$ cat config.mk
export PLATFORM = sky130hd
export DESIGN_NAME = pcc_config
export DESIGN_NICKNAME = d
export VERILOG_FILES = /design/src/shared/pcc_pkg.sv /design/src/hw/pcc_config.sv /design/src/hw/pcc_pn9.sv
export VERILOG_INCLUDE_DIRS = /design/src /design/src/shared
export SDC_FILE = /design/constraint.sdc
export NUM_CORES = 1
export LEC_CHECK = 0
export ABC_AREA = 1
export ABC_CLOCK_PERIOD_IN_PS = 5700
export BUFFER_PORTS_ARGS = -buffer_cell sky130_fd_sc_hd__clkbuf_2
export CAP_MARGIN = 20
export CORE_MARGIN = 5
export CORE_UTILIZATION = 59
export CTS_CLUSTER_DIAMETER = 40
export CTS_CLUSTER_SIZE = 12
export DETAILED_ROUTE_END_ITERATION = 10
export GPL_TIMING_DRIVEN = 0
export PLACE_DENSITY = 0.89
export SETUP_SLACK_MARGIN = 0.05
export SYNTH_ARGS = -nofsm -noshare
export SYNTH_HDL_FRONTEND = slang
export SYNTH_SLANG_ARGS = --single-unit
$ cat constraint.sdc
create_clock -name mclk_i -period 5.7 [get_ports mclk_i]
set_input_delay 1.14 -clock mclk_i [delete_from_list [all_inputs] [get_ports mclk_i]]
set_output_delay 1.14 -clock mclk_i [all_outputs]
set_load 0.005 [all_outputs]
$ cat src/shared/pcc_map.svh
// Register map, field positions, reset values and scaling for the packet and carrier configuration bank.
// Assumes an 8-bit register address and 8-bit data supplied by the serial port front end.
`ifndef PCC_MAP_SVH
`define PCC_MAP_SVH

`define PCC_OFF_PACKET_SIZE 8'h06
`define PCC_OFF_NODE_ID_CHECK 8'h07
`define PCC_OFF_PACKET_PATH 8'h08
`define PCC_OFF_NODE_ID 8'h09
`define PCC_OFF_SLOT_INDEX 8'h0a
`define PCC_OFF_SYNTH_IF 8'h0b
`define PCC_OFF_SYNTH_OFFSET 8'h0c
`define PCC_OFF_CARRIER_HIGH 8'h0d

`define PCC_BIT_WHITENING 6
`define PCC_POS_FORMAT 4
`define PCC_BIT_CRC 2
`define PCC_POS_LENGTH 0

`define PCC_RST_WHITENING 1'h1
`define PCC_RST_FORMAT 2'h0
`define PCC_RST_CRC 1'h1
`define PCC_RST_LENGTH 2'h1
`define PCC_RST_PACKET_SIZE 8'hff
`define PCC_RST_NODE_ID_CHECK 2'h0
`define PCC_RST_NODE_ID 8'h00
`define PCC_RST_SLOT_INDEX 8'h00
`define PCC_RST_IF_STEP 5'h0f
`define PCC_RST_TRIM 8'h00
`define PCC_RST_CARRIER_HIGH 6'h1e

`define PCC_BROADCAST_ZERO 8'h00
`define PCC_BROADCAST_ONES 8'hff

// Shift from each step size to the carrier word step of fxosc/2^16.
`define PCC_TRIM_SHIFT 2
`define PCC_IF_SHIFT 6

`define PCC_PN9_SEED 9'h1ff

`endif

$ cat src/shared/pcc_pkg.sv
// Types shared by the packet and carrier configuration bank.
// Assumes nothing beyond a SystemVerilog compiler.
package pcc_pkg;

    typedef enum logic [1:0] {
        PCC_FMT_FIFO,
        PCC_FMT_SERIAL_SYNC,
        PCC_FMT_RANDOM_TX,
        PCC_FMT_TRANSPARENT
    } pcc_format_t;

    typedef enum logic [1:0] {
        PCC_LEN_FIXED,
        PCC_LEN_VARIABLE,
        PCC_LEN_INFINITE,
        PCC_LEN_RESERVED
    } pcc_length_t;

    typedef enum logic [1:0] {
        PCC_CHK_NONE,
        PCC_CHK_NO_BCAST,
        PCC_CHK_ZERO_BCAST,
        PCC_CHK_BOTH_BCAST
    } pcc_check_t;

endpackage : pcc_pkg

$ cat src/hw/pcc_config.sv
// Packet path and carrier configuration registers with their decoded controls.
// Assumes a serial port front end on mclk_i that presents one-cycle read and write strobes.
`timescale 1ns/1ns
`include "pcc_map.svh"

module pcc_config
    import pcc_pkg::*;
#(
    parameter int SPACING_W = 16,
    parameter int WORD_W = 26
) (
    input wire logic mclk_i,
    input wire logic rst_b_i,
    input wire logic [7:0] reg_addr_i,
    input wire logic reg_wr_i,
    input wire logic [7:0] reg_wdata_i,
    input wire logic reg_rd_i,
    output logic [7:0] reg_rdata_o,
    output logic reg_rvalid_o,
    output logic whitening_on_o,
    output logic fifo_path_o,
    output logic serial_sync_o,
    output logic random_tx_o,
    output logic transparent_o,
    output logic crc_gen_o,
    output logic crc_check_o,
    output logic fixed_len_o,
    output logic var_len_o,
    output logic infinite_len_o,
    output logic [7:0] packet_size_o,
    input wire logic rx_addr_valid_i,
    input wire logic [7:0] rx_addr_i,
    output logic addr_done_o,
    output logic addr_accept_o,
    input wire logic [15:0] carrier_word_low_i,
    input wire logic [SPACING_W-1:0] slot_index_spacing_i,
    input wire logic rx_mode_i,
    output logic [WORD_W-1:0] synth_word_o,
    output logic [4:0] mixer_if_o,
    input wire logic gp_pin_zero_i,
    input wire logic fifo_tx_bit_i,
    input wire logic tx_bit_en_i,
    output logic tx_bit_o,
    input wire logic rx_demod_bit_i,
    output logic gp_rx_data_o
);

    // ----------------------------------------------------------------
    // Configuration state
    // ----------------------------------------------------------------
    logic whitening_on;
    pcc_format_t data_path_format;
    logic crc_on;
    pcc_length_t length_mode;
    logic [7:0] packet_size_reg;
    pcc_check_t node_id_check;
    logic [7:0] node_id;
    logic [7:0] slot_index;
    logic [4:0] intermediate_step;
    logic [7:0] carrier_trim;
    logic [5:0] carrier_high;
    logic pin_meta;
    logic pin_sync;
    logic pn9_bit;

    function automatic logic addr_match(input pcc_check_t mode, input logic [7:0] rx, input logic [7:0] own);
        logic hit;
        hit = (rx == own);
        case (mode)
            PCC_CHK_NONE: addr_match = 1'b1;
            PCC_CHK_NO_BCAST: addr_match = hit;
            PCC_CHK_ZERO_BCAST: addr_match = hit || (rx == `PCC_BROADCAST_ZERO);
            PCC_CHK_BOTH_BCAST: addr_match = hit || (rx == `PCC_BROADCAST_ZERO) || (rx == `PCC_BROADCAST_ONES);
            default: addr_match = 1'b0;
        endcase
    endfunction : addr_match

    // ----------------------------------------------------------------
    // Register writes
    // ----------------------------------------------------------------
    always_ff @(posedge mclk_i or negedge rst_b_i) begin
        if (!rst_b_i) begin
            whitening_on <= `PCC_RST_WHITENING;
            data_path_format <= pcc_format_t'(`PCC_RST_FORMAT);
            crc_on <= `PCC_RST_CRC;
            length_mode <= pcc_length_t'(`PCC_RST_LENGTH);
            packet_size_reg <= `PCC_RST_PACKET_SIZE;
            node_id_check <= pcc_check_t'(`PCC_RST_NODE_ID_CHECK);
            node_id <= `PCC_RST_NODE_ID;
            slot_index <= `PCC_RST_SLOT_INDEX;
            intermediate_step <= `PCC_RST_IF_STEP;
            carrier_trim <= `PCC_RST_TRIM;
            carrier_high <= `PCC_RST_CARRIER_HIGH;
        end else if (reg_wr_i) begin
            case (reg_addr_i)
                `PCC_OFF_PACKET_PATH: begin
                    whitening_on <= reg_wdata_i[`PCC_BIT_WHITENING];
                    data_path_format <= pcc_format_t'(reg_wdata_i[`PCC_POS_FORMAT +: 2]);
                    crc_on <= reg_wdata_i[`PCC_BIT_CRC];
                    length_mode <= pcc_length_t'(reg_wdata_i[`PCC_POS_LENGTH +: 2]);
                end
                `PCC_OFF_PACKET_SIZE: packet_size_reg <= reg_wdata_i;
                `PCC_OFF_NODE_ID_CHECK: node_id_check <= pcc_check_t'(reg_wdata_i[1:0]);
                `PCC_OFF_NODE_ID: node_id <= reg_wdata_i;
                `PCC_OFF_SLOT_INDEX: slot_index <= reg_wdata_i;
                `PCC_OFF_SYNTH_IF: intermediate_step <= reg_wdata_i[4:0];
                `PCC_OFF_SYNTH_OFFSET: carrier_trim <= reg_wdata_i;
                `PCC_OFF_CARRIER_HIGH: carrier_high <= reg_wdata_i[5:0];
                default: ;
            endcase
        end
    end

    // ----------------------------------------------------------------
    // Register reads
    // ----------------------------------------------------------------
    always_ff @(posedge mclk_i or negedge rst_b_i) begin
        if (!rst_b_i) begin
            reg_rdata_o <= 8'h00;
            reg_rvalid_o <= 1'b0;
        end else begin
            reg_rvalid_o <= reg_rd_i;
            if (reg_rd_i) begin
                case (reg_addr_i)
                    `PCC_OFF_PACKET_PATH: reg_rdata_o <= {1'b0, whitening_on, data_path_format, 1'b0, crc_on,
                        length_mode};
                    `PCC_OFF_PACKET_SIZE: reg_rdata_o <= packet_size_reg;
                    `PCC_OFF_NODE_ID_CHECK: reg_rdata_o <= {6'h00, node_id_check};
                    `PCC_OFF_NODE_ID: reg_rdata_o <= node_id;
                    `PCC_OFF_SLOT_INDEX: reg_rdata_o <= slot_index;
                    `PCC_OFF_SYNTH_IF: reg_rdata_o <= {3'h0, intermediate_step};
                    `PCC_OFF_SYNTH_OFFSET: reg_rdata_o <= carrier_trim;
                    `PCC_OFF_CARRIER_HIGH: reg_rdata_o <= {2'h0, carrier_high};
                    default: reg_rdata_o <= 8'h00;
                endcase
            end
        end
    end

    // ----------------------------------------------------------------
    // Decoded packet engine controls
    // ----------------------------------------------------------------
    assign whitening_on_o = whitening_on;
    // Random test mode receives exactly as FIFO mode does.
    assign fifo_path_o = (data_path_format == PCC_FMT_FIFO) || (data_path_format == PCC_FMT_RANDOM_TX);
    assign serial_sync_o = (data_path_format == PCC_FMT_SERIAL_SYNC);
    assign random_tx_o = (data_path_format == PCC_FMT_RANDOM_TX);
    assign transparent_o = (data_path_format == PCC_FMT_TRANSPARENT);
    assign crc_gen_o = crc_on;
    assign crc_check_o = crc_on;
    assign fixed_len_o = (length_mode == PCC_LEN_FIXED);
    assign var_len_o = (length_mode == PCC_LEN_VARIABLE);
    // The reserved length code selects no mode at all.
    assign infinite_len_o = (length_mode == PCC_LEN_INFINITE);
    assign packet_size_o = packet_size_reg;
    assign mixer_if_o = intermediate_step;

    // ----------------------------------------------------------------
    // Receive address filter
    // ----------------------------------------------------------------
    always_ff @(posedge mclk_i or negedge rst_b_i) begin
        if (!rst_b_i) begin
            addr_done_o <= 1'b0;
            addr_accept_o <= 1'b0;
        end else begin
            addr_done_o <= rx_addr_valid_i;
            if (rx_addr_valid_i) begin
                addr_accept_o <= addr_match(node_id_check, rx_addr_i, node_id);
            end
        end
    end

    // ----------------------------------------------------------------
    // Synthesizer word
    // ----------------------------------------------------------------
    logic [WORD_W-1:0] base_term;
    logic [WORD_W-1:0] slot_index_term;
    logic [WORD_W-1:0] trim_term;
    logic [WORD_W-1:0] if_term;

    assign base_term = WORD_W'({2'h0, carrier_high, carrier_word_low_i});
    assign slot_index_term = WORD_W'(slot_index) * WORD_W'(slot_index_spacing_i);
    assign trim_term = WORD_W'($signed({carrier_trim, `PCC_TRIM_SHIFT'(0)}));
    assign if_term = rx_mode_i ? WORD_W'({intermediate_step, `PCC_IF_SHIFT'(0)}) : '0;

    always_ff @(posedge mclk_i or negedge rst_b_i) begin
        if (!rst_b_i) begin
            synth_word_o <= '0;
        end else begin
            synth_word_o <= WORD_W'(base_term + slot_index_term + trim_term - if_term);
        end
    end

    // ----------------------------------------------------------------
    // Serial data paths
    // ----------------------------------------------------------------
    always_ff @(posedge mclk_i or negedge rst_b_i) begin
        if (!rst_b_i) begin
            pin_meta <= 1'b0;
            pin_sync <= 1'b0;
        end else begin
            pin_meta <= gp_pin_zero_i;
            pin_sync <= pin_meta;
        end
    end

    pcc_pn9 #(
        .WIDTH(9)
    ) u_pn9 (
        .mclk_i(mclk_i),
        .rst_b_i(rst_b_i),
        .step_i(tx_bit_en_i && random_tx_o),
        .bit_o(pn9_bit)
    );

    always_ff @(posedge mclk_i or negedge rst_b_i) begin
        if (!rst_b_i) begin
            tx_bit_o <= 1'b0;
        end else begin
            case (data_path_format)
                PCC_FMT_FIFO: if (tx_bit_en_i) tx_bit_o <= fifo_tx_bit_i;
                PCC_FMT_SERIAL_SYNC: if (tx_bit_en_i) tx_bit_o <= pin_sync;
                PCC_FMT_RANDOM_TX: if (tx_bit_en_i) tx_bit_o <= pn9_bit;
                PCC_FMT_TRANSPARENT: tx_bit_o <= pin_sync;
                default: tx_bit_o <= 1'b0;
            endcase
        end
    end

    always_ff @(posedge mclk_i or negedge rst_b_i) begin
        if (!rst_b_i) begin
            gp_rx_data_o <= 1'b0;
        end else begin
            gp_rx_data_o <= transparent_o ? rx_demod_bit_i : 1'b0;
        end
    end

    // ----------------------------------------------------------------
    // Assertions
    // ----------------------------------------------------------------
    property p_white_write;
        @(posedge mclk_i) disable iff (!rst_b_i)
        (reg_wr_i && reg_addr_i == `PCC_OFF_PACKET_PATH) |=> (whitening_on_o == $past(reg_wdata_i[6]));
    endproperty
    a_white_write: assert property (p_white_write) else $error("whitening flag not taken from write");

    property p_fifo_tx;
        @(posedge mclk_i) disable iff (!rst_b_i)
        (data_path_format == PCC_FMT_FIFO && tx_bit_en_i) ##1 (data_path_format == PCC_FMT_FIFO)
        |-> tx_bit_o == $past(fifo_tx_bit_i);
    endproperty
    a_fifo_tx: assert property (p_fifo_tx) else $error("fifo bit not sent");

    property p_serial_pin;
        @(posedge mclk_i) disable iff (!rst_b_i)
        (serial_sync_o && tx_bit_en_i) ##1 serial_sync_o |-> tx_bit_o == $past(gp_pin_zero_i, 3);
    endproperty
    a_serial_pin: assert property (p_serial_pin) else $error("serial pin bit not sent");

    property p_random_tx;
        @(posedge mclk_i) disable iff (!rst_b_i)
        random_tx_o |-> fifo_path_o && !serial_sync_o && !transparent_o;
    endproperty
    a_random_tx: assert property (p_random_tx) else $error("random mode does not receive via fifo");

    property p_transparent_out;
        @(posedge mclk_i) disable iff (!rst_b_i)
        transparent_o ##1 transparent_o |-> gp_rx_data_o == $past(rx_demod_bit_i);
    endproperty
    a_transparent_out: assert property (p_transparent_out) else $error("transparent rx data wrong");

    property p_crc_pair;
        @(posedge mclk_i) disable iff (!rst_b_i)
        (reg_wr_i && reg_addr_i == `PCC_OFF_PACKET_PATH)
        |=> crc_gen_o == $past(reg_wdata_i[2]) && crc_check_o == crc_gen_o;
    endproperty
    a_crc_pair: assert property (p_crc_pair) else $error("crc enables disagree");

    property p_length_onehot;
        @(posedge mclk_i) disable iff (!rst_b_i)
        $countones({fixed_len_o, var_len_o, infinite_len_o}) == (length_mode != PCC_LEN_RESERVED);
    endproperty
    a_length_onehot: assert property (p_length_onehot) else $error("length mode decode wrong");

    property p_addr_filter;
        @(posedge mclk_i) disable iff (!rst_b_i)
        (rx_addr_valid_i && node_id_check == PCC_CHK_NO_BCAST)
        |=> addr_done_o && addr_accept_o == ($past(rx_addr_i) == $past(node_id));
    endproperty
    a_addr_filter: assert property (p_addr_filter) else $error("address filter result wrong");

    property p_bcast_ones;
        @(posedge mclk_i) disable iff (!rst_b_i)
        (rx_addr_valid_i && rx_addr_i == 8'hff
            && node_id_check != PCC_CHK_ZERO_BCAST && node_id_check != PCC_CHK_NO_BCAST)
        |=> addr_accept_o;
    endproperty
    a_bcast_ones: assert property (p_bcast_ones) else $error("all-ones broadcast rejected");

    property p_carrier_read;
        @(posedge mclk_i) disable iff (!rst_b_i)
        (reg_rd_i && reg_addr_i == `PCC_OFF_CARRIER_HIGH) |=> reg_rvalid_o && reg_rdata_o[7:6] == 2'h0;
    endproperty
    a_carrier_read: assert property (p_carrier_read) else $error("carrier high bits not zero");

    property p_size_write;
        @(posedge mclk_i) disable iff (!rst_b_i)
        (reg_wr_i && reg_addr_i == `PCC_OFF_PACKET_SIZE) |=> packet_size_o == $past(reg_wdata_i);
    endproperty
    a_size_write: assert property (p_size_write) else $error("packet size not taken from write");

    property p_path_reserved;
        @(posedge mclk_i) disable iff (!rst_b_i)
        (reg_rd_i && reg_addr_i == `PCC_OFF_PACKET_PATH) |=> reg_rdata_o[7] == 1'b0 && reg_rdata_o[3] == 1'b0;
    endproperty
    a_path_reserved: assert property (p_path_reserved) else $error("reserved control bits not zero");

    property p_synth_tx;
        @(posedge mclk_i) disable iff (!rst_b_i)
        (!rx_mode_i && carrier_trim == 8'h00 && slot_index == 8'h00) ##1 $stable(carrier_high)
        |-> synth_word_o == WORD_W'({$past(carrier_high), $past(carrier_word_low_i)});
    endproperty
    a_synth_tx: assert property (p_synth_tx) else $error("synth word not base");

    c_random: cover property (@(posedge mclk_i) disable iff (!rst_b_i) random_tx_o && tx_bit_en_i);
    c_transparent: cover property (@(posedge mclk_i) disable iff (!rst_b_i) transparent_o && rx_demod_bit_i);
    c_accept: cover property (@(posedge mclk_i) disable iff (!rst_b_i) addr_done_o && addr_accept_o);
    c_rx_if: cover property (@(posedge mclk_i) disable iff (!rst_b_i) rx_mode_i && intermediate_step != 5'h00);

endmodule : pcc_config

$ cat src/hw/pcc_pn9.sv
// Nine-stage pseudo-random bit generator, polynomial x^9 + x^5 + 1.
// Assumes a single clock; step_i advances the sequence by one bit.
`timescale 1ns/1ns
`include "pcc_map.svh"

module pcc_pn9 #(
    parameter int WIDTH = 9
) (
    input wire logic mclk_i,
    input wire logic rst_b_i,
    input wire logic step_i,
    output logic bit_o
);

    logic [WIDTH-1:0] lfsr;

    always_ff @(posedge mclk_i or negedge rst_b_i) begin
        if (!rst_b_i) begin
            lfsr <= WIDTH'(`PCC_PN9_SEED);
        end else if (step_i) begin
            lfsr <= {lfsr[0] ^ lfsr[5], lfsr[WIDTH-1:1]};
        end
    end

    assign bit_o = lfsr[0];

endmodule : pcc_pn9

# ---- Word level (Yosys, flattened, before mapping)
# Cells that the tools add are included.
dict set report op_classes {
  add_sub_neg 3
  n_mul 1
  n_div 0
  n_lt_le_gt_ge 0
  n_eq_ne 21
  n_shift 0
  n_mux 8
  bitwise_logic 1
  n_reduce_logical 17
}
# operator count
set op_table {}
lappend op_table {{$pmux W8 S8} 1}
lappend op_table {{$eq A8 B4 Y1 const B} 6}
lappend op_table {{$add A25 B26 Y26} 1}
lappend op_table {{$sub A26 B11 Y26} 1}
lappend op_table {{$add A22 B24 Y25} 1}
lappend op_table {{$mul A8 B16 Y24} 1}
lappend op_table {{$eq A8 B3 Y1 const B} 2}
lappend op_table {{$reduce_and A2 Y1} 8}
lappend op_table {{$mux W11} 1}
lappend op_table {{$eq A2 B2 Y1 const B} 5}
lappend op_table {{$eq A8 B8 Y1} 1}
lappend op_table {{$eq A8 B8 Y1 const B} 1}
lappend op_table {{$logic_not A8 Y1} 1}
lappend op_table {{$pmux W1 S4} 2}
lappend op_table {{$eq A2 B1 Y1 const B} 3}
lappend op_table {{$logic_not A2 Y1} 3}
lappend op_table {{$mux W1} 4}
lappend op_table {{$ne A2 B1 Y1 const B} 2}
lappend op_table {{$logic_or A1 B1 Y1} 3}
lappend op_table {{$reduce_and A3 Y1} 1}
lappend op_table {{$ne A2 B2 Y1 const B} 1}
lappend op_table {{$logic_and A1 B1 Y1} 1}
lappend op_table {{$xor A1 B1 Y1} 1}
dict set report totals {
  reg_bits 101
  latchBits 0
  ramBits 0
  mem_bits_ro 0
  wordCells 72
  memories 0
}

# ---- Logic depth before layout (Yosys ltp)
# Gate-level depths: netlist of run 1.
dict set report depth {
  word_depth 4
  mapped_depth 24
  mapped_depth_nobuf 22
}

# ---- Cells and area by module
# From an unflattened synthesis of run 1, not the netlist that was laid out.
dict set report unflattened {
  cells_unflattened 1412
  area_unflattened_um2 10715.3
}
# module n_inst cells_each area_per_inst_um2 seq_area_each_um2
set by_module_without_submodules {}
lappend by_module_without_submodules {pcc_config 1 1373 10353.7 2326.0}
lappend by_module_without_submodules {pcc_pn9 1 39 361.6 236.5}

# ---- Least setup slack after synthesis of run 1
# Ideal clock, no wire load.
dict set report synth_timing {
  path_kind {input to register}
  start {input slot_index_spacing_i[9]}
  end {register synth_word_o[18]}
  setup_ps 117
  t_arrival_ps 5030
  t_required_ps 5583
  path_slack_ps 553
  cell_stages 19
  n_path_buf 1
  path_cell_list {buf_1 -> nand2_1 -> fa_1 -> inv_1 -> fa_1 -> fa_1 -> fa_1 -> inv_1 -> fa_1 -> inv_1 -> ha_1 -> nand2_1 -> inv_1 -> a21oi_1 -> inv_1 -> a21oi_1 -> nand2_1 -> nand2_1 -> nand2_1}
}
dict set report synth_between {
  elab_chain_cells 4
}
# item line
set synth_rtl {}
lappend synth_rtl {{from (decl)} pcc_config.sv:36} ;# input wire logic [SPACING_W-1:0] slot_index_spacing_i,
lappend synth_rtl {{$mul A8 B16 Y24} pcc_config.sv:182} ;# assign slot_index_term = WORD_W'(slot_index) * WORD_W'(slot_index_spacing_i);
lappend synth_rtl {{$add A22 B24 Y25} pcc_config.sv:190} ;# synth_word_o <= WORD_W'(base_term + slot_index_term + trim_term - if_term);
lappend synth_rtl {{$add A25 B26 Y26} pcc_config.sv:190}
lappend synth_rtl {{$sub A26 B11 Y26} pcc_config.sv:190}
lappend synth_rtl {{to (signal assigned)} pcc_config.sv:190}
lappend synth_rtl {{to (decl)} pcc_config.sv:38} ;# output logic [WORD_W-1:0] synth_word_o,
# Every way passes these cells.
# A chain may end at the register's enable or synchronous reset.

# ---- Worst setup path after layout of run 1
dict set report layout_timing {
  start {register slot_index[4]}
  end {register synth_word_o[14]}
}
dict set report layout_between {
  elab_chain_cells 4
}
# item line
set layout_rtl {}
lappend layout_rtl {{from (decl)} pcc_config.sv:58} ;# logic [7:0] slot_index;
lappend layout_rtl {{from (signal assigned)} pcc_config.sv:90} ;# slot_index <= `PCC_RST_SLOT_INDEX;
lappend layout_rtl {{from (signal assigned)} pcc_config.sv:105} ;# `PCC_OFF_SLOT_INDEX: slot_index <= reg_wdata_i;
lappend layout_rtl {{$mul A8 B16 Y24} pcc_config.sv:182}
lappend layout_rtl {{$add A22 B24 Y25} pcc_config.sv:190}
lappend layout_rtl {{$add A25 B26 Y26} pcc_config.sv:190}
lappend layout_rtl {{$sub A26 B11 Y26} pcc_config.sv:190}
# Every way passes these cells.

==> results of run 1 <==
-- synthesized netlist by cell type (all sizes together) --
cell type and count:
a21oi 16, a221oi 1, and2 3, buf 27
clkbuf 22, dfrtp 73, dfstp 28, fa 134
ha 62, inv 351, nand2 448, nand3 76
nand3b 2, nand4 10, nor2 73, nor3 1
o21a 6, o21ai 59, or2 3, xnor2 5
xor2 13
-- state kept, by name, indices dropped and copies added (netlist names), 2 cells and up --
| name | cells |
|---|---|
| synth_word_o | 26 |
| u_pn9.lfsr | 9 |
| carrier_trim | 8 |
| node_id | 8 |
| packet_size_o | 8 |
| reg_rdata_o | 8 |
| slot_index | 8 |
| carrier_high | 6 |
| mixer_if_o | 5 |
| data_path_format | 2 |
| length_mode | 2 |
| node_id_check | 2 |
-- metal layers --
layer  part of all wire (%)  global-route usage [%]
met5                      0                       0
met4                    5.1                   13.39
met3                    8.9                   6.291
met2                     48                   46.52
met1                     38                   34.74
-- metrics by stage --
stage          total power [W]  TNS, ps
2_1_floorplan         0.003336        0
3_3_place_gp          0.004202        0
3_5_place_dp          0.004292   -186.1
4_1_cts               0.004957        0
5_1_grt               0.005522        0
6_report              0.004975        0
-- layout by cell type (no fill, tap or decap), types with 2 or more instances in the layout --
cell type	instances
a21oi_1	16
and2_1	2
buf_1	5
buf_12	2
buf_2	6
buf_4	4
buf_6	5
clkbuf_1	13
clkbuf_16	9
clkbuf_2	119
clkinv_8	4
dfrtp_1	73
dfstp_2	28
fa_1	134
ha_1	62
inv_1	349
inv_2	2
inv_6	2
nand2_1	440
nand2_2	6
nand2_4	2
nand3_1	71
nand3_4	5
nand3b_1	2
nand4_1	10
nor2_1	64
nor2_4	5
nor2_8	3
o21a_1	6
o21ai_0	34
o21ai_1	15
o21ai_2	10
or2_2	3
xnor2_1	5
xor2_1	13
-- cells by family after synthesis --
group                      Yosys count  synth area share (%)
xor gates and xnor gates            18                 1.448
AOI/OAI and AO/OA                   82                 4.285
and+or+nand+nor                    616                 24.24
adders and majority gates          196                 31.76
DFF                                101                 23.53
buffers and inverters              400                 14.74
-- where the power goes --
part           internal [W]  switching [W]
combinational       0.00120        0.00220
clock              0.000315       0.000314
sequential         0.000884      0.0000593
-- final timing paths --
path	from	slack (ps)	cells after the start	to
setup / recovery	slot_index[4]$_DFFE_PN0P_	280	19	synth_word_o[14]$_DFF_PN0_
hold / removal	pin_meta$_DFF_PN0_	360	0	pin_sync$_DFF_PN0_
setup reg to reg	slot_index[4]$_DFFE_PN0P_	280	19	synth_word_o[14]$_DFF_PN0_
hold reg to reg	pin_meta$_DFF_PN0_	360	0	pin_sync$_DFF_PN0_
max in group asynchronous	rst_b_i	4070	2	u_pn9.lfsr[3]$_DFFE_PN1P_
min in group asynchronous	rst_b_i	860	1	mixer_if_o[4]$_DFFE_PN0P_
-- layout make-up --
cell class / count / area share, %
flip-flops and latches: 101 / 21.22
plain buffers: 46 / 2.394
well taps: 229 / 2.373
repair buffers: 111 / 4.808
clock buffers: 9 / 1.865
clock inverters: 7 / 0.7564
multi-input cells: 912 / 55.67
inverters: 351 / 10.91
-- worst reg2reg max path, cell delays in order (launching register included) --
cell,delay [ps]
dfrtp_1,320
clkbuf_1,470
clkbuf_2,380
nand2_1,120
fa_1,510
inv_1,50
fa_1,550
fa_1,460
fa_1,510
inv_1,70
fa_1,520
inv_1,50
ha_1,360
nand2_1,120
nor2_1,170
nand3_1,90
nand2_1,120
nand2_1,70
nand2_1,70
xor2_1,270
==> reports/metrics.cfg, run 1 <==
[global_route]
grt_pass1_wl_um = 47740
grt_pass1_vias = 9667
grt_max_degree = 52
antenna_found_initial = 0
gr-total-overflow = 0
grt_util_all_layers_pct = 27.98

[cts]
cts_resized = 0
cts_tree = built
numCtsBuffers = 9
clkTransAtPathRegs_ps = 80
cts_setup_buffers = 0
ctsHoldBuffers = 0
clockBufferDepth = 2
cts.root.buffer_cell = clkbuf_16
clock_latency_ps = 360
numClockSinks = 101
cts-htree-levels = 3

[routing]
drtPass1Iterations = 5
drt_wl_total_um = 28660
viasPerCell = 5.276
routedWlPerCell_um = 16.23
drcViolationCount = 0
dr_total_vias = 9318
drt_iter0_drc = 879
drt.antenna.violating_nets = 0

[sta]
hold_viol_final = 0
hold_ws_ps = 359.0
layout_setup_ws_ps = 284.2
fin_crit_sh_pct = 95.01
setup_violations = 0
min_period_ps = 5416
relSlewSlack_pct = 31.80
fin_worst_skew_ps = 12.70
rsz0062_at_grt = yes
slew_violations = 0
fmax_mhz = 184.6
worstMarginPinSlew_ps = 1022

[synthesis]
synth_area_per_cell_sq_um = 7.707
synth.area.top_cells = fa_1, dfrtp_1, nand2_1, inv_1, ha_1
synth_top_area_share_pct = 24.63
synth_cell_type_count = 36
synth_seq_cells = 101
synth_top_area_cell = fa_1
synthesis.instances = 1413
yosysSeqAreaShare_pct = 23.53
synth_nets = 1675
syn_area_sq_mm = 0.01089
yosysWarnings = 0

[worst_setup_path]
cp.arrival_ps = 5650
slowest_stage = fa_1
crit_fanout = 10
cp-end-kind = flop
start_kind = flop
critical_path_required_ps = 5940
critPathKind = flop to flop
critPathMaxStageDelay_ps = 550
cp_top_family = adder cells
worstPathBufferInverterCount = 5
crit_chain = clkbuf_1 -> clkbuf_2 -> nand2_1 -> fa_1 -> inv_1 -> fa_1 -> fa_1 -> fa_1 -> inv_1 -> fa_1 -> inv_1 -> ha_1 -> nand2_1 -> nor2_1 -> nand3_1 -> nand2_1 -> nand2_1 -> nand2_1 -> xor2_1

[placed_design]
dp_cells = 1753
port_buffers = 110
place_ws_ps = -59.30
hpwl_um = 23390
place_area_sq_mm = 0.01176
place_congestion = 0.9457

[floorplanning]
coreArea_sq_mm = 0.01809
die_y_um = 145.9
num_rows = 49
start_util_pct = 60.21
ioPinCount = 128
dieArea_sq_mm = 0.02128
die_w_um = 145.9

[pwr]
p_leak_nw = 6.933
powerDensity_mw_per_mm2 = 412.0
ir_worst_vdd_mv = 0.3492

[outcome]
status = finished, final reports clean

[cells_and_area]
nFillCells = 1440
area_growth_pct = 10.88
multi_input_area_sq_mm = 0.006723
drive_gt1_share_pct = 14.38
antenna_cells = 0
nNetsFinal = 1794
regArea_sq_mm = 0.002562
stdcell_count = 1766
final_util_pct = 66.77
design_area_sq_mm = 0.01208

[job]
max-cap-violations = 0

[worst_hold_path]
hp-class = flop to flop

Power figures use the tool's default switching activity.
==> run 2, diff against run 1 <==
CELL_PAD_IN_SITES_DETAIL_PLACEMENT = 1   (was not set)
CELL_PAD_IN_SITES_GLOBAL_PLACEMENT = 1   (was not set)
CORE_UTILIZATION = 45   (was 59)
PLACE_DENSITY = 0.91   (was 0.89)
==> run 2 against run 1 <==
Against the previous run:
- worst hold slack improved by 4.5 ps
- flip-flop and latch count unchanged
- sequential share of layout area fell by 0.19 points
- worst setup slack worse by 72 ps
- routed wire length increased by 29%
- clock skew grew 9.6 ps
- die area up 29%
- combinational power increased by 5%
- total power is 4.6% higher
- global-route usage up 0.074 points
- cell count up 5.2%
- non-clock buffer count shrank 4
- critical endpoint unchanged
- largest cell class unchanged
==> reports/metrics.cfg, run 2 (synthesis results as in run 1) <==
[outcome]
status = finished, final reports clean

[cells_and_area]
final_util_pct = 50.65
nFillCells = 3105
final_cell_mix = nand2_1, inv_1, fa_1, clkbuf_2, nand3_1
multi_input_area_sq_mm = 0.006723
largest_register_ffs = 26
final_common_cell = nand2_1
top_register = synth_word_o
design_area_sq_mm = 0.01221
nNetsFinal = 1790
regArea_sq_mm = 0.002567
biggestRegsByFlops = synth_word_o (26), u_pn9.lfsr (9)
drive_gt1_share_pct = 15.53
area_growth_pct = 12.11

[global_route]
gr-total-overflow = 0
grt_util_all_layers_pct = 28.05
antenna_found_initial = 0
grt.busiest_layer = met2
grtUsageMet2_pct = 51.78
grtUsageMet1_pct = 30.93
grt_pass1_wl_um = 58460
grt_pass1_vias = 10990
grt_max_degree = 57
grtUsageMet3_pct = 4.219

[sta]
rsz0062_at_grt = yes
worstMarginPinSlew_ps = 989.8
min_period_ps = 5488
hold_viol_final = 0
setup_violations = 0
fmax_mhz = 182.2
relSlewSlack_pct = 33.94
slew_violations = 0
fin_worst_skew_ps = 22.31
hold_ws_ps = 363.5
fin_tns_setup_ps = 0
fin_crit_sh_pct = 96.28

[pwr]
p_leak_nw = 6.968
powerDensity_mw_per_mm2 = 426.3
fin_total_pwr_w = 0.005205
ir_worst_vdd_mv = 0.3929

[worst_setup_path]
cp-end-kind = flop
critical_path_required_ps = 5990
start_kind = flop
cp.arrival_ps = 5780
regToRegEndpoint = synth_word_o[14]$_DFF_PN0_
rrSetupSlack_ps = 210
critPathMaxStageDelay_ps = 670
critPathKind = flop to flop
r2r_start = slot_index[5]$_DFFE_PN0P_
crit_fanout = 10
slowest_stage = dfrtp_1
crit_chain = clkbuf_2 -> nand2_1 -> fa_1 -> inv_1 -> fa_1 -> fa_1 -> fa_1 -> inv_1 -> fa_1 -> inv_1 -> ha_1 -> nand2_1 -> nor2_1 -> nand3_1 -> nand2_1 -> nand2_1 -> nand2_1 -> xor2_1
r2r_cells = 18

[cts]
cts_setup_buffers = 0
cts-htree-levels = 3
cts_tree = built
clkTransAtPathRegs_ps = 90
clockBufferDepth = 2
ctsHoldBuffers = 0
numCtsBuffers = 9
cts.root.buffer_cell = clkbuf_16
numClockSinks = 101
clock_latency_ps = 380

[routing]
routedWlPerCell_um = 19.88
drcViolationCount = 0
dr_total_vias = 9774
viasPerCell = 5.260
drt.antenna.violating_nets = 0
drt_wl_total_um = 36930
drtPass1Iterations = 5
drt_iter0_drc = 489

[floorplanning]
dieArea_sq_mm = 0.02741
ioPinCount = 128
coreArea_sq_mm = 0.02411
start_util_pct = 45.18
num_rows = 57
die_w_um = 165.6
die_y_um = 165.6

[job]
max-cap-violations = 0

[placed_design]
place_area_sq_mm = 0.01188
place_congestion = 0.9357
hpwl_um = 29440
port_buffers = 110

[worst_hold_path]
hp-class = flop to flop
hold_path_depth = 0
worst_hold_startpoint = pin_meta$_DFF_PN0_
hold_path_end = pin_sync$_DFF_PN0_

-- run 2: changes by cell type in the layout (fill, tap and decap cells not counted), sizes merged --
| cell | delta |
|---|---|
| clkinv | -2 |
| diode | +1 |
| buf | -4 |
| inv | +1 |
| clkbuf | +1 |
-- run 2: how the worst max path moves through the flow --
stage,start,cells after the start,slack [ps],end
2_1_floorplan,slot_index_spacing_i[9],19,550,synth_word_o[18]$_DFF_PN0_
3_3_place_gp,slot_index_spacing_i[6],18,20,synth_word_o[14]$_DFF_PN0_
3_5_place_dp,slot_index_spacing_i[10],19,-220,synth_word_o[18]$_DFF_PN0_
4_1_cts,slot_index[7]$_DFFE_PN0P_,19,70,synth_word_o[14]$_DFF_PN0_
5_1_grt,slot_index_spacing_i[4],20,2,synth_word_o[14]$_DFF_PN0_
6_report,slot_index[5]$_DFFE_PN0P_,18,210,synth_word_o[14]$_DFF_PN0_
-- run 2: area by class of cell --
cell class | instances | area share (%)
inverters | 351 | 10.79
diodes | 1 | 0.02050
clock buffers | 10 | 2.050
well taps | 324 | 3.320
plain buffers | 42 | 2.378
repair buffers | 111 | 4.755
multi-input cells | 912 | 55.06
flip-flops and latches | 101 | 21.03
clock inverters | 6 | 0.5944
-- run 2: metrics by stage --
stage	setup WS [ps]	cells
finish	212.3	1858
global placement	24.10	1847
floorplan	553.3	1413
CTS	65.23	1859
detailed placement	-223.1	1848
global route	2.298	1857
-- run 2: routing by layer --
layer,vias up,share of wire (%)
li1,4355,-
met2,401,52
met4,0,5.3
met3,148,5.8
met1,4870,37
met5,-,0
-- run 2: where the power goes --
| part | internal [W] | switching (W) |
|---|---|---|
| sequential | 0.000884 | 0.0000688 |
| combinational | 0.00122 | 0.00234 |
| clock | 0.000340 | 0.000346 |
| total | 0.00245 | 0.00276 |
-- run 2: critical path: cells and delay by family (launching register included) --
| family | cells | cell delay [ps] |
|---|---|---|
| buf+inv | 4 | 560 |
| flops | 1 | 670 |
| xor+xnor | 1 | 190 |
| simple gates | 7 | 1000 |
| fa+ha+maj | 6 | 2960 |
-- run 2: what timing repair did --
action	CTS	global route
setup endpoints to repair	18	17
pin swaps	0	0
gates resized for setup	4	34
gates cloned	0	0
